===== src/ctl_regs.svh =====
`ifndef CTL_REGS_SVH
`define CTL_REGS_SVH

// System clock rate and fixed line rate
`define CTL_CLK_KHZ      125000
`define CTL_LINE_KBPS    64
// Longest bit period rounds down to whole clock cycles
`define CTL_BIT_CYCLES   (`CTL_CLK_KHZ / `CTL_LINE_KBPS)
`define CTL_DIV_W        11
// Octet layout: bit 8 of the octet is counter value seven
`define CTL_OCTET_LAST   3'h7
`define CTL_CNT_RST      3'h0
// Switch field positions inside the synchronised switch word
`define CTL_SW_OCTET     0
`define CTL_SW_MODE_A    1
`define CTL_SW_MODE_B    2
`define CTL_SW_RST       3'h0
`define CTL_OCTET_RST    1'b0
// Data buffer toward the line transmitter
`define CTL_FIFO_DEPTH   8
`define CTL_IDLE_BIT     1'b1

`endif


===== src/ctl_pkg.sv =====
package ctl_pkg;

  // Operating mode chosen by the two mode switches
  typedef enum logic [1:0] {
    CTL_MODE_LOOP,
    CTL_MODE_INTERNAL,
    CTL_MODE_MIN_REMOTE,
    CTL_MODE_DUAL
  } ctl_mode_e;

  // One line bit with its octet code violation marker
  typedef struct packed {
    logic data;
    logic viol;
  } ctl_bit_s;

endpackage : ctl_pkg


===== src/ctl_fifo.sv =====
`timescale 1ns/1ps
module ctl_fifo #(
  parameter int WIDTH = 1,
  parameter int DEPTH = 8
) (
  // Clock and reset
  input  wire logic             clock_i,
  input  wire logic             rstn_i,
  // Fill side
  input  wire logic             in_valid_i,
  output logic                  in_ready_o,
  input  wire logic [WIDTH-1:0] in_data_i,
  // Drain side
  output logic                  out_valid_o,
  input  wire logic             out_ready_i,
  output logic [WIDTH-1:0]      out_data_o
);
  import ctl_pkg::*;

  // Pointers wrap naturally, so DEPTH must be a power of two
  localparam int AW = $clog2(DEPTH);

  logic [WIDTH-1:0] mem_reg [DEPTH];
  logic [AW-1:0]    wr_ptr_reg;
  logic [AW-1:0]    rd_ptr_reg;
  logic [AW:0]      count_reg;
  logic             push;
  logic             pop;

  // Honest full and empty from the fill count
  assign in_ready_o  = (count_reg != (AW+1)'(DEPTH));
  assign out_valid_o = (count_reg != '0);
  assign out_data_o  = mem_reg[rd_ptr_reg];
  assign push        = in_valid_i && in_ready_o;
  assign pop         = out_valid_o && out_ready_i;

  // Storage needs no reset
  always_ff @(posedge clock_i) begin
    if (push) begin
      mem_reg[wr_ptr_reg] <= in_data_i;
    end
  end

  // Pointers and count
  always_ff @(posedge clock_i or negedge rstn_i) begin
    if (!rstn_i) begin
      wr_ptr_reg <= '0;
      rd_ptr_reg <= '0;
      count_reg  <= '0;
    end else begin
      if (push) begin
        wr_ptr_reg <= wr_ptr_reg + AW'(1);
      end
      if (pop) begin
        rd_ptr_reg <= rd_ptr_reg + AW'(1);
      end
      count_reg <= count_reg + (AW+1)'(push) - (AW+1)'(pop);
    end
  end

endmodule : ctl_fifo


===== src/ctl_timing_loopback.sv =====
// How it works
// - With octet timing on, bit 8 of every own octet carries a code violation.
// - Internal timing sends on an internal 64 kbps tick, ignoring line timing.
// - Loop timing sends our data on the recovered receive line clock.
// - Loop timing is the reset and default mode.
// - Minimum remote loopback returns raw line level at any line rate.
// - Returned level passes a polarity-restoring latch before the selector.
// - Minimum remote loopback still drains the internal stream, then discards it.
// - Line receiver keeps feeding the internal transmitter outside dual loopback.
// - Dual loopback returns internal receiver bits to the internal transmitter.
// - Dual loopback returns line bits to the line on their recovered clock.
// - Line runs at fixed 64 kbps; no rate setting exists.
`timescale 1ns/1ps
`include "ctl_regs.svh"
module ctl_timing_loopback (
  // Clock and reset
  input  wire logic          clock_i,
  input  wire logic          rstn_i,
  // Static switches
  input  wire logic          octet_timing_switch_i,
  input  wire logic          timing_mode_switch_a_i,
  input  wire logic          timing_mode_switch_b_i,
  // Line receiver, decoded bits on recovered clock
  input  wire logic          line_rx_strobe_i,
  input  wire logic          line_rx_bit_i,
  // Line receiver raw level and pair polarity
  input  wire logic          line_rx_level_i,
  input  wire logic          line_rx_pol_swap_i,
  // Internal receiver stream
  input  wire logic          dm_rx_valid_i,
  input  wire logic          dm_rx_bit_i,
  output logic               dm_rx_ready_o,
  // Internal transmitter stream
  output logic               dm_tx_valid_o,
  output logic               dm_tx_bit_o,
  // Line transmitter
  output logic               line_tx_strobe_o,
  output ctl_pkg::ctl_bit_s  line_tx_o,
  output logic               line_tx_level_o,
  output logic               line_tx_raw_o,
  // Status
  output ctl_pkg::ctl_mode_e mode_o,
  output logic               octet_en_o
);
  import ctl_pkg::*;

  logic [2:0]           sw_meta_reg;
  logic [2:0]           sw_sync_reg;
  ctl_mode_e            mode_reg;
  ctl_mode_e            mode_next;
  logic                 octet_reg;
  logic [2:0]           bit_cnt_reg;
  logic [`CTL_DIV_W-1:0] div_cnt_reg;
  logic                 int_tick;
  logic                 tx_tick;
  logic                 boundary;
  logic                 own_stream;
  logic                 stab_reg;
  logic                 fifo_in_valid;
  logic                 fifo_in_ready;
  logic                 fifo_out_valid;
  logic                 fifo_out_data;

  // Two-flop synchroniser for the switch word
  // switch sync
  always_ff @(posedge clock_i or negedge rstn_i) begin
    if (!rstn_i) begin
      sw_meta_reg <= `CTL_SW_RST;
      sw_sync_reg <= `CTL_SW_RST;
    end else begin
      sw_meta_reg <= {timing_mode_switch_b_i, timing_mode_switch_a_i, octet_timing_switch_i};
      sw_sync_reg <= sw_meta_reg;
    end
  end

  // Mode decode from the synchronised switches
  // mode decode
  always_comb begin
    unique case ({sw_sync_reg[`CTL_SW_MODE_B], sw_sync_reg[`CTL_SW_MODE_A]})
      2'b00: mode_next = CTL_MODE_LOOP;
      2'b01: mode_next = CTL_MODE_INTERNAL;
      2'b10: mode_next = CTL_MODE_MIN_REMOTE;
      2'b11: mode_next = CTL_MODE_DUAL;
    endcase
  end

  // Boundary: counter between octets and no bit going out now
  assign boundary = (bit_cnt_reg == `CTL_CNT_RST) && !tx_tick;

  // Active configuration; a dead line in loop timing holds it mid-octet
  // boundary update
  always_ff @(posedge clock_i or negedge rstn_i) begin
    if (!rstn_i) begin
      mode_reg  <= CTL_MODE_LOOP;
      octet_reg <= `CTL_OCTET_RST;
    end else if (boundary) begin
      mode_reg  <= mode_next;
      octet_reg <= sw_sync_reg[`CTL_SW_OCTET];
    end
  end

  // Internal bit clock, fixed rate with no setting to obey
  // fixed rate
  assign int_tick = (div_cnt_reg == `CTL_DIV_W'(`CTL_BIT_CYCLES - 1));
  always_ff @(posedge clock_i or negedge rstn_i) begin
    if (!rstn_i) begin
      div_cnt_reg <= '0;
    end else if (int_tick) begin
      div_cnt_reg <= '0;
    end else begin
      div_cnt_reg <= div_cnt_reg + `CTL_DIV_W'(1);
    end
  end

  // Transmit timing source selection
  // internal source
  always_comb begin
    unique case (mode_reg)
      CTL_MODE_INTERNAL: tx_tick = int_tick;
      default:           tx_tick = line_rx_strobe_i;
    endcase
  end

  assign own_stream = (mode_reg == CTL_MODE_LOOP) || (mode_reg == CTL_MODE_INTERNAL);

  // Octet bit position counter
  always_ff @(posedge clock_i or negedge rstn_i) begin
    if (!rstn_i) begin
      bit_cnt_reg <= `CTL_CNT_RST;
    end else if (tx_tick) begin
      bit_cnt_reg <= bit_cnt_reg + 3'h1;
    end
  end

  // Internal stream buffered toward the line; dual loopback bypasses it
  assign fifo_in_valid = dm_rx_valid_i && (mode_reg != CTL_MODE_DUAL);
  assign dm_rx_ready_o = (mode_reg == CTL_MODE_DUAL) ? 1'b1 : fifo_in_ready;

  ctl_fifo #(
    .WIDTH (1),
    .DEPTH (`CTL_FIFO_DEPTH)
  ) u_fifo (
    .clock_i     (clock_i),
    .rstn_i      (rstn_i),
    .in_valid_i  (fifo_in_valid),
    .in_ready_o  (fifo_in_ready),
    .in_data_i   (dm_rx_bit_i),
    .out_valid_o (fifo_out_valid),
    .out_ready_i (tx_tick),
    .out_data_o  (fifo_out_data)
  );

  // Line transmit bit; underrun sends idle ones
  // octet violation
  always_ff @(posedge clock_i or negedge rstn_i) begin
    if (!rstn_i) begin
      line_tx_strobe_o <= 1'b0;
      line_tx_o        <= '0;
    end else begin
      line_tx_strobe_o <= tx_tick;
      if (tx_tick) begin
        line_tx_o.data <= own_stream ? (fifo_out_valid ? fifo_out_data : `CTL_IDLE_BIT)
                                     : line_rx_bit_i;
        line_tx_o.viol <= own_stream && octet_reg && (bit_cnt_reg == `CTL_OCTET_LAST);
      end
    end
  end

  // Stabilising latch restores polarity before the selector
  // polarity latch
  always_ff @(posedge clock_i or negedge rstn_i) begin
    if (!rstn_i) begin
      stab_reg        <= 1'b0;
      line_tx_level_o <= 1'b0;
      line_tx_raw_o   <= 1'b0;
    end else begin
      stab_reg        <= line_rx_level_i ^ line_rx_pol_swap_i;
      line_tx_level_o <= (mode_reg == CTL_MODE_MIN_REMOTE) ? stab_reg : 1'b0;
      line_tx_raw_o   <= (mode_reg == CTL_MODE_MIN_REMOTE);
    end
  end

  // Internal transmitter feed
  // receiver forward
  always_ff @(posedge clock_i or negedge rstn_i) begin
    if (!rstn_i) begin
      dm_tx_valid_o <= 1'b0;
      dm_tx_bit_o   <= 1'b0;
    end else if (mode_reg == CTL_MODE_DUAL) begin
      dm_tx_valid_o <= dm_rx_valid_i;
      dm_tx_bit_o   <= dm_rx_valid_i ? dm_rx_bit_i : dm_tx_bit_o;
    end else begin
      dm_tx_valid_o <= line_rx_strobe_i;
      dm_tx_bit_o   <= line_rx_strobe_i ? line_rx_bit_i : dm_tx_bit_o;
    end
  end

  assign mode_o     = mode_reg;
  assign octet_en_o = octet_reg;

  // Cycles since last internal tick, read only by checks
  logic [`CTL_DIV_W-1:0] gap_reg;
  always_ff @(posedge clock_i or negedge rstn_i) begin
    if (!rstn_i) begin
      gap_reg <= '0;
    end else begin
      gap_reg <= int_tick ? '0 : gap_reg + `CTL_DIV_W'(1);
    end
  end
endmodule : ctl_timing_loopback


===== config.mk =====
export PLATFORM = sky130hd
export DESIGN_NAME = ctl_timing_loopback
export DESIGN_NICKNAME = d
export VERILOG_FILES = /design/src/ctl_pkg.sv /design/src/ctl_fifo.sv /design/src/ctl_timing_loopback.sv
export VERILOG_INCLUDE_DIRS = /design/src
export SDC_FILE = /design/constraint.sdc
export NUM_CORES = 1
export LEC_CHECK = 0
export BUFFER_PORTS_ARGS = -buffer_cell sky130_fd_sc_hd__buf_2
export CAP_MARGIN = 20
export CORE_MARGIN = 5
export CORE_UTILIZATION = 52
export CTS_CLUSTER_SIZE = 25
export DETAILED_ROUTE_END_ITERATION = 6
export PLACE_DENSITY_LB_ADDON = 0.15
export SYNTH_ARGS = -nofsm -noshare
export SYNTH_HDL_FRONTEND = slang
export SYNTH_SLANG_ARGS = --single-unit

===== constraint.sdc =====
create_clock -name clock_i -period 4.75 [get_ports clock_i]
set_input_delay 0 -clock clock_i [delete_from_list [all_inputs] [get_ports clock_i]]
set_output_delay 0 -clock clock_i [all_outputs]
set_load 0.05 [all_outputs]

==> reports/summary.md, run 1 <==
In this run the most critical hold path is launched from dm_rx_valid_i. Yosys mapped a number of flops with a built-in enable equal to 8. The end point of the critical path is u_fifo.count_reg[3]$_DFF_PN0_. Via count of the first global-routing pass: 1,410. The worst path meets setup with 2340 ps of slack. The clock net in this run drives a total of 49 sinks.

In this run the vertical extent of the chip is 75.7 um. The flow ran to the end, and the final reports show no timing, DRC or antenna violations. Cells with a size suffix above 1 make up 22.6% of the layout.

The floorplan step set the die width to 75.7 um. Headroom to the max-slew limit came out at 41.7%. The logs give 0.820 for the global placer's final weighted congestion and 41 for the count of unique library cells instantiated by Yosys.

The number of nets at the end of the flow came out at 232. The commonest cells after synthesis are 41 x sky130_fd_sc_hd__dfrtp_1, 13 x sky130_fd_sc_hd__ha_1, 13 x sky130_fd_sc_hd__inv_1, 13 x sky130_fd_sc_hd__nor2_1. The hold violation total from the final report is 0. The library cell with the highest instance count after synthesis was sky130_fd_sc_hd__dfrtp_1.

Setup repair after global routing left no endpoint under its margin. The commonest register cell after synthesis was sky130_fd_sc_hd__dfrtp_1. Clock latency on the worst-skew pair, taken at its later pin, is 290 ps. 22 I/O pins were placed. Buffers added to address setup during post-CTS repair amount to 0.

The tools report the data required time of the worst path as 4960 ps. After synthesis, flip-flops and latches occupy 56.5% of the total area. The critical path contains buffers and inverters numbering 2 combined. The mean routed wirelength per cell was 13.5 um; the share of async-settable or async-resettable flops after synthesis was 83.7%. IR analysis of the VDD net gives a maximum drop of 0.000373 V. The filler cells instantiated in the layout total 325.

Across the routed clock network, the largest skew measured is 2.79 ps. The tightest min-delay check is of the in -> reg type. STA puts the critical path data arrival time at 2630 ps. The initial antenna violation count was 0; the total inserted antenna cells was 0. The design draws 1450 uW. The overall die area was 5730 um2. On the critical path the largest part of the delay comes from adder cells.

The number of nets in the synthesized netlist is 200. The clock buffer count from CTS was 5; the transition time of the tightest slew-check pin was 874 ps. The tools report the total of cells resized after clock tree synthesis as 0.

The relative area change from synthesis to final layout is 13.8%, and the detailed-route DRC error count is 0. The tools report the fmax as 415 MHz. The clock passes through at most 2 buffers. Number of flip-flops in the largest register: 11.

The final period utilization is 50.8%. Summed over all layers, the global routing overflow is 0. The run gives 0 as the final setup violation count.

Across all layers, the routed design uses 1,323 vias. Power spread over the standard cell area amounts to 566 nW/um2. Wires add up to 3.49 mm. The run gives 0 as the final count of pins violating max slew. The synthesized design contains 49 register bits.

The most critical setup path has its startpoint at div_cnt_reg[0]$_DFF_PN0_. The critical-path maximum fanout is 6, and the HPWL after detailed placement is 2.63 mm. The first global-routing pass estimated 6.15 mm of wire.

Accumulated negative setup slack: 0 ps. Subtracting the final worst setup slack from the clock period gives 2410 ps. Each instance of the synthesized netlist takes up on average 12.8 um2.

CTS placed an instance of sky130_fd_sc_hd__clkbuf_8 at the clock tree root. For the number of violations reported at the end of detailed-routing iteration 0, the log shows 106. In this run the critical register-to-register path is captured at u_fifo.count_reg[3]$_DFF_PN0_. Counting cells, the worst reg-to-reg path comes to 11. By area the synthesized netlist is led by sky130_fd_sc_hd__dfrtp_1 46%, sky130_fd_sc_hd__edfxtp_1 11%, sky130_fd_sc_hd__ha_1 7.3%.

The region available for standard cell placement spans 4090 um2. Across all register-to-register paths, the minimum setup slack is 2340 ps. Clock-pin slew was measured on the worst setup and hold paths at 80 ps.

Entering global routing, the biggest net connects 42 pins. In the global route stage, overall resource usage came out at 14.2%. The total number of cells along the worst setup path was 11. The most numerous cell type found on the critical path is sky130_fd_sc_hd__ha_1. Walking the worst path, the cells encountered are inv_1, ha_1, and4b_2, nand4bb_2, a21oi_2, ha_1, inv_1, ha_1, a21o_1, a21oi_1, xor2_1. The initial core utilization was 54.9%; the count of buffers from port buffering was 21. The worst register-to-register path begins at div_cnt_reg[0]$_DFF_PN0_.

Library cell occupying the most area in the post-synthesis netlist: sky130_fd_sc_hd__dfrtp_1. Synthesis handed over a netlist of 175 instances. Hold is met by 12.3 ps. The tools report the number of maximum-capacitance constraint violations as 0. Endpoint class of the critical path: a flip-flop. The largest single stage delay on the critical path is 430 ps. The portion of synthesized cell area occupied by the leading cell type is 45.8%. STA classifies the critical path startpoint as a flip-flop. The leakage power figure is 0.00121 uW, and the number of iterations in the first detailed-routing pass is 4. In the routed layout, each cell is associated on average with a via count of 5.13. The type of the worst setup path was reg -> reg. TritonCTS built the clock tree. The cell area that synthesis handed to floorplanning was 2240 um2. CTS built an H-tree with a depth of 2.

In this run the remaining antenna-violating nets after routing total 0. The tools report the warning count from the yosys run as 0. For the number of rows in the core area, the log shows 23. The highest-delay cell along the critical path is sky130_fd_sc_hd__dfrtp_1.

The tools report the placement-stage worst setup slack as 2360 ps.
[kinds of logic after synthesis]
| family | share of synthesized area (%) |
|---|---|
| simple gates | 15.0 |
| flops | 56.5 |
| buf+inv | 3.57 |
| xor+xnor | 5.47 |
| fa+ha+maj | 8.15 |
| mux | 8.15 |
| compound gates | 3.24 |
[cell usage in the layout (no fill, tap or decap), types with 5 or more instances in the layout]
cell | netlist | layout
sky130_fd_sc_hd__a21oi_1 | 5 | 5
sky130_fd_sc_hd__inv_1 | 13 | 13
sky130_fd_sc_hd__nand3_1 | 6 | 6
sky130_fd_sc_hd__clkbuf_8 | 0 | 6
sky130_fd_sc_hd__mux2_2 | 6 | 6
sky130_fd_sc_hd__xnor2_1 | 6 | 6
sky130_fd_sc_hd__dfrtp_1 | 41 | 41
sky130_fd_sc_hd__nand2b_1 | 5 | 5
sky130_fd_sc_hd__xor2_1 | 8 | 8
sky130_fd_sc_hd__nand2_1 | 8 | 8
sky130_fd_sc_hd__ha_1 | 13 | 13
sky130_fd_sc_hd__dlygate4sd3_1 | 0 | 8
sky130_fd_sc_hd__edfxtp_1 | 8 | 8
sky130_fd_sc_hd__buf_2 | 1 | 21
sky130_fd_sc_hd__nor2_1 | 13 | 13
[layer usage]
metal	routed length, um	GRT usage [%]	vias to the layer above
met5	0	0	-
met4	30	4.27	0
met3	127	3.56	2
met2	1810	24.6	15
met1	1520	17.4	650
li1	-	-	656
[worst min-delay path by stage]
stage                                             to  slack (ps)  depth (start not counted)
final                        dm_tx_valid_o$_DFF_PN0_          10                          2
after CTS                    dm_tx_valid_o$_DFF_PN0_         0.3                          2
after detailed placement    sw_meta_reg[1]$_DFF_PN0_         110                          1
after global routing         dm_tx_valid_o$_DFF_PN0_           2                          2
after global placement      sw_meta_reg[1]$_DFF_PN0_         110                          1
after floorplan           bit_cnt_reg[0]$_DFFE_PN0N_        -300                          0
[final cells by class]
type / count / area, um2 / area share (%)
Clock inverter: 1 / 7.51 / 0.294
Inverter: 13 / 48.8 / 1.91
Multi-Input combinational cell: 109 / 896 / 35.1
Clock buffer: 7 / 86.3 / 3.38
Timing Repair Buffer: 29 / 185 / 7.25
Sequential cell: 49 / 1270 / 49.6
Tap cell: 50 / 62.6 / 2.45
[metrics by stage]
step / instance area, um2 / util (%) / instances
floorplan: 2240 / - / 175
global placement: 2380 / 58.2 / 242
CTS: 2540 / 62.2 / 257
detailed placement: 2380 / 58.2 / 242
global route: 2550 / 62.5 / 258
finish: 2550 / 62.5 / 258
[repair_timing]
action | CTS | global route
endpoints found under the hold margin | 53 | 1
hold buffers | 7 | 1
endpoints found under the setup margin | 0 | 0
[power by group]
group          total [uW]  internal [uW]  switching [uW]
logic                 569            244             324
clock network         245            118             127
registers             632            538            93.6
total                1450            901             545
No activity file was read; power rests on OpenSTA's default activity.
==> inputs of run 2 (changes only) <==
==> constraint.sdc (replaced) <==
create_clock -name clock_i -period 2.4 [get_ports clock_i]
set_input_delay 0 -clock clock_i [delete_from_list [all_inputs] [get_ports clock_i]]
set_output_delay 0 -clock clock_i [all_outputs]
set_load 0.05 [all_outputs]
==> reports/summary.md, run 2 (synthesis results as in run 1) <==
The run finished with clean final reports. Number of maximum-capacitance constraint violations: 0 (unchanged). The run gives 22 (unchanged) as the number of primary I/O pins. The run gives 1,391 (-1.3%) as the via count of the first global-routing pass. The tools report the area used by multi-input combinational logic as 911 um2 (+1.7%).

Setup repair after global routing left no endpoint under its margin. Fmax: 441 MHz (+6.3%). The number of flip-flops in the largest register works out to 11 (unchanged). The tools report the number of filler cells placed in the layout as 308 (-5.2%). The global router's overall resource usage came out at 14.1% (-0.056 points).

The tree is rooted in a sky130_fd_sc_hd__clkbuf_8. The tools report the minimum setup slack among reg-to-reg paths as 130 ps (-2210 ps). The classification of the worst-slack hold path was in -> reg. The transition time of the tightest slew-check pin was 862 ps (-12.3 ps).

Among all stages on the critical path, the largest delay is contributed by sky130_fd_sc_hd__dfrtp_1. The number of nets at the end of the flow is 240 (+3.4%), and the overall die area is 5730 um2 (unchanged). The overall power after layout was 3040 uW (+110%).

In the layout the commonest cells are 39 x sky130_fd_sc_hd__dfrtp_1, 21 x sky130_fd_sc_hd__buf_2, 13 x sky130_fd_sc_hd__inv_1, 13 x sky130_fd_sc_hd__nor2_1, 13 x sky130_fd_sc_hd__ha_1. The final setup violation count came out at 0 (unchanged). The count of buffers from port buffering works out to 21 (unchanged).

The number of violations reported at the end of detailed-routing iteration 0 is 58 (-45%). The count of non-filler cells in the finished layout was 266 (+3.1%). STA classifies the critical path endpoint as a flip-flop. The run gives 49 (unchanged) as the clock sink count. Width of the die: 75.7 um (unchanged). The hold violation total from the final report was 0 (unchanged). The run gives 0 (unchanged) as the detailed-route DRC error count. Placeable core region: 4090 um2 (unchanged). The tools report the final clock skew as 7.69 ps (+4.90 ps). The clock slew seen by the registers of the worst setup and hold paths is 90 ps (about the same), and the post-detailed-route count of antenna-violating nets is 0 (unchanged).

The data required time of the worst path was 2640 ps (-2320 ps). The final critical-path required period came out at 2270 ps (-143 ps). The leakage power figure is 0.00127 uW (+5.1%), and the wire length of the first global-routing pass is 5.98 mm (-2.8%). For the initial core utilization, the log shows 54.9% (unchanged). The tools report the worst flop-to-flop path endpoint as u_fifo.count_reg[3]$_DFF_PN0_. The worst reg-to-reg path cell count is 11 (unchanged). The accumulated negative setup slack is 0 ps (unchanged).

The mean routed wirelength per cell came out at 13.4 um (-0.81%). The area growth from synthesis to layout is 18.5%. For the number of iterations in the first detailed-routing pass, the log shows 4 (unchanged). The startpoint identified for the worst register-to-register timing path is div_cnt_reg[1]$_DFF_PN0_. The final period utilization is 94.5% (+44 points). The number of buffers and inverters on the critical path is 2 (unchanged), and the total number of cells along the worst setup path is 11 (unchanged). The register cell area after layout is 1270 um2 (+0.20%).

The commonest non-fill, non-tap cell in the layout is sky130_fd_sc_hd__dfrtp_1. Initial antenna violation count: 0 (unchanged). The end point of the critical path was u_fifo.count_reg[3]$_DFF_PN0_.

The depth of the CTS H-tree is 2 (unchanged), and the global placer's final weighted congestion is 0.852 (+3.8%). The total routed wirelength is 3.57 mm (+2.3%). The number of buffers on the longest clock path was 2 (unchanged).

The sum of overflow across all layers after global routing was 0 (unchanged); the number of instances in the placed design was 248 (+2.5%). The setup path with the least slack is of type reg -> reg. TritonCTS built the clock tree. The HPWL after detailed placement was 2.62 mm (-0.54%). The proportion of layout cells with a drive suffix above 1 came out at 26.9% (+4.3 points).

The power per cell area works out to 1140 nW/um2 (+100%). The worst ir drop on vdd is 0.000690 V (+85%). Final count of pins violating max slew: 0 (unchanged). Walking the worst path, the cells encountered are inv_1, ha_1, and4b_2, nand4bb_4, a21oi_2, ha_1, inv_1, ha_1, a21o_1, a21oi_2, xor2_1.

Peak per-stage delay on the critical path: 410 ps (-20 ps). The sort of element at the start of the critical path is a flip-flop. The critical-path maximum fanout came out at 4 (-2). The worst relative slew slack came out at 42.5% (+0.82 points). The beginning of the critical path was div_cnt_reg[1]$_DFF_PN0_. The count of vias placed by the detailed router is 1,359 (+2.7%), and the clock buffer count from CTS is 5 (unchanged). By instance count, the cell type seen most on the critical path is sky130_fd_sc_hd__ha_1. The clock latency of the later-clocked register in the worst-skew pair was 310 ps (+20 ps). The cell family contributing the most delay on the critical path is adder cells.

The detailed-route vias per instance works out to 5.11 (-0.37%). The run gives 23 (unchanged) as the number of rows in the core area. The arrival time of the worst setup path came out at 2510 ps (-120 ps). The die height was 75.7 um (unchanged). The total inserted antenna cells was 0 (unchanged); the maximum number of pins on one net before global-route repair was 42 (unchanged).
[run 2: cell count changes in the layout (fill, tap and decap cells not counted), sizes merged]
cell	before	now
buf	21	28
bufinv	0	1
clkbuf	7	5
clkinv	0	1
clkinvlp	1	0
dlygate4sd3	8	9
inv	13	14
[run 2: where the power goes]
part / internal [uW] / switching, uW / leakage [uW]
clock: 319 / 290 / 0.0000603
sequential: 1070 / 165 / 0.000565
combinational: 522 / 670 / 0.000643
total: 1910 / 1120 / 0.00127
[run 2: through the flow]
stage / instance area, um2 / hold WS [ps] / util, % / setup slack [ps]
6_report: 2660 / 34.5 / 65.0 / 132
5_1_grt: 2660 / 71.2 / 65.0 / 7.66
4_1_cts: 2640 / 30.1 / 64.5 / 46.1
3_5_place_dp: 2430 / 110 / 59.4 / 64.2
3_3_place_gp: 2430 / 110 / 59.4 / 150
2_1_floorplan: 2240 / -296 / - / 91.2
[run 2: cell type report]
type | instances | share of cell area (%)
sequential | 49 | 47.7
multi-input combinational | 109 | 34.3
timing repair buffer | 37 | 9.32
clock buffer | 5 | 2.59
tap | 50 | 2.35
clock inverter | 3 | 1.88
inverter | 13 | 1.84
[run 2: routing by layer]
layer  vias to the layer above  track usage [%]  share of wire (%)
met3                         6             4.09                4.2
met1                       660             16.6                 44
li1                        674                -                  -
met2                        19             23.2                 50
met4                         0             7.77                1.9
met5                         -                0                  0
[run 2: worst min path at each step]
stage / start / slack, ps / depth (start not counted) / to
global route: line_rx_bit_i / 70 / 4 / dm_tx_bit_o$_DFFE_PN0P_
finish: line_rx_bit_i / 30 / 4 / dm_tx_bit_o$_DFFE_PN0P_
floorplan: rstn_i / -300 / 0 / bit_cnt_reg[0]$_DFFE_PN0N_
global placement: octet_timing_switch_i / 110 / 1 / sw_meta_reg[0]$_DFF_PN0_
detailed placement: timing_mode_switch_a_i / 110 / 1 / sw_meta_reg[1]$_DFF_PN0_
CTS: line_rx_bit_i / 30 / 4 / dm_tx_bit_o$_DFFE_PN0P_
[run 2: worst reg2reg max path, delay by kind of cell, from the launching register on]
| kind | cells | cell delay [ps] |
|---|---|---|
| buffers and inverters | 2 | 140 |
| adders and majority gates | 3 | 570 |
| xor gates and xnor gates | 1 | 160 |
| and+or+nand+nor | 2 | 420 |
| AOI/OAI and AO/OA | 3 | 510 |
| DFF | 1 | 410 |
[run 2: repair_timing]
action	CTS	global route
hold endpoints to repair	54	0
setup endpoints to repair	0	2
hold buffers	9	0
resized for setup	0	2
setup buffers	0	1
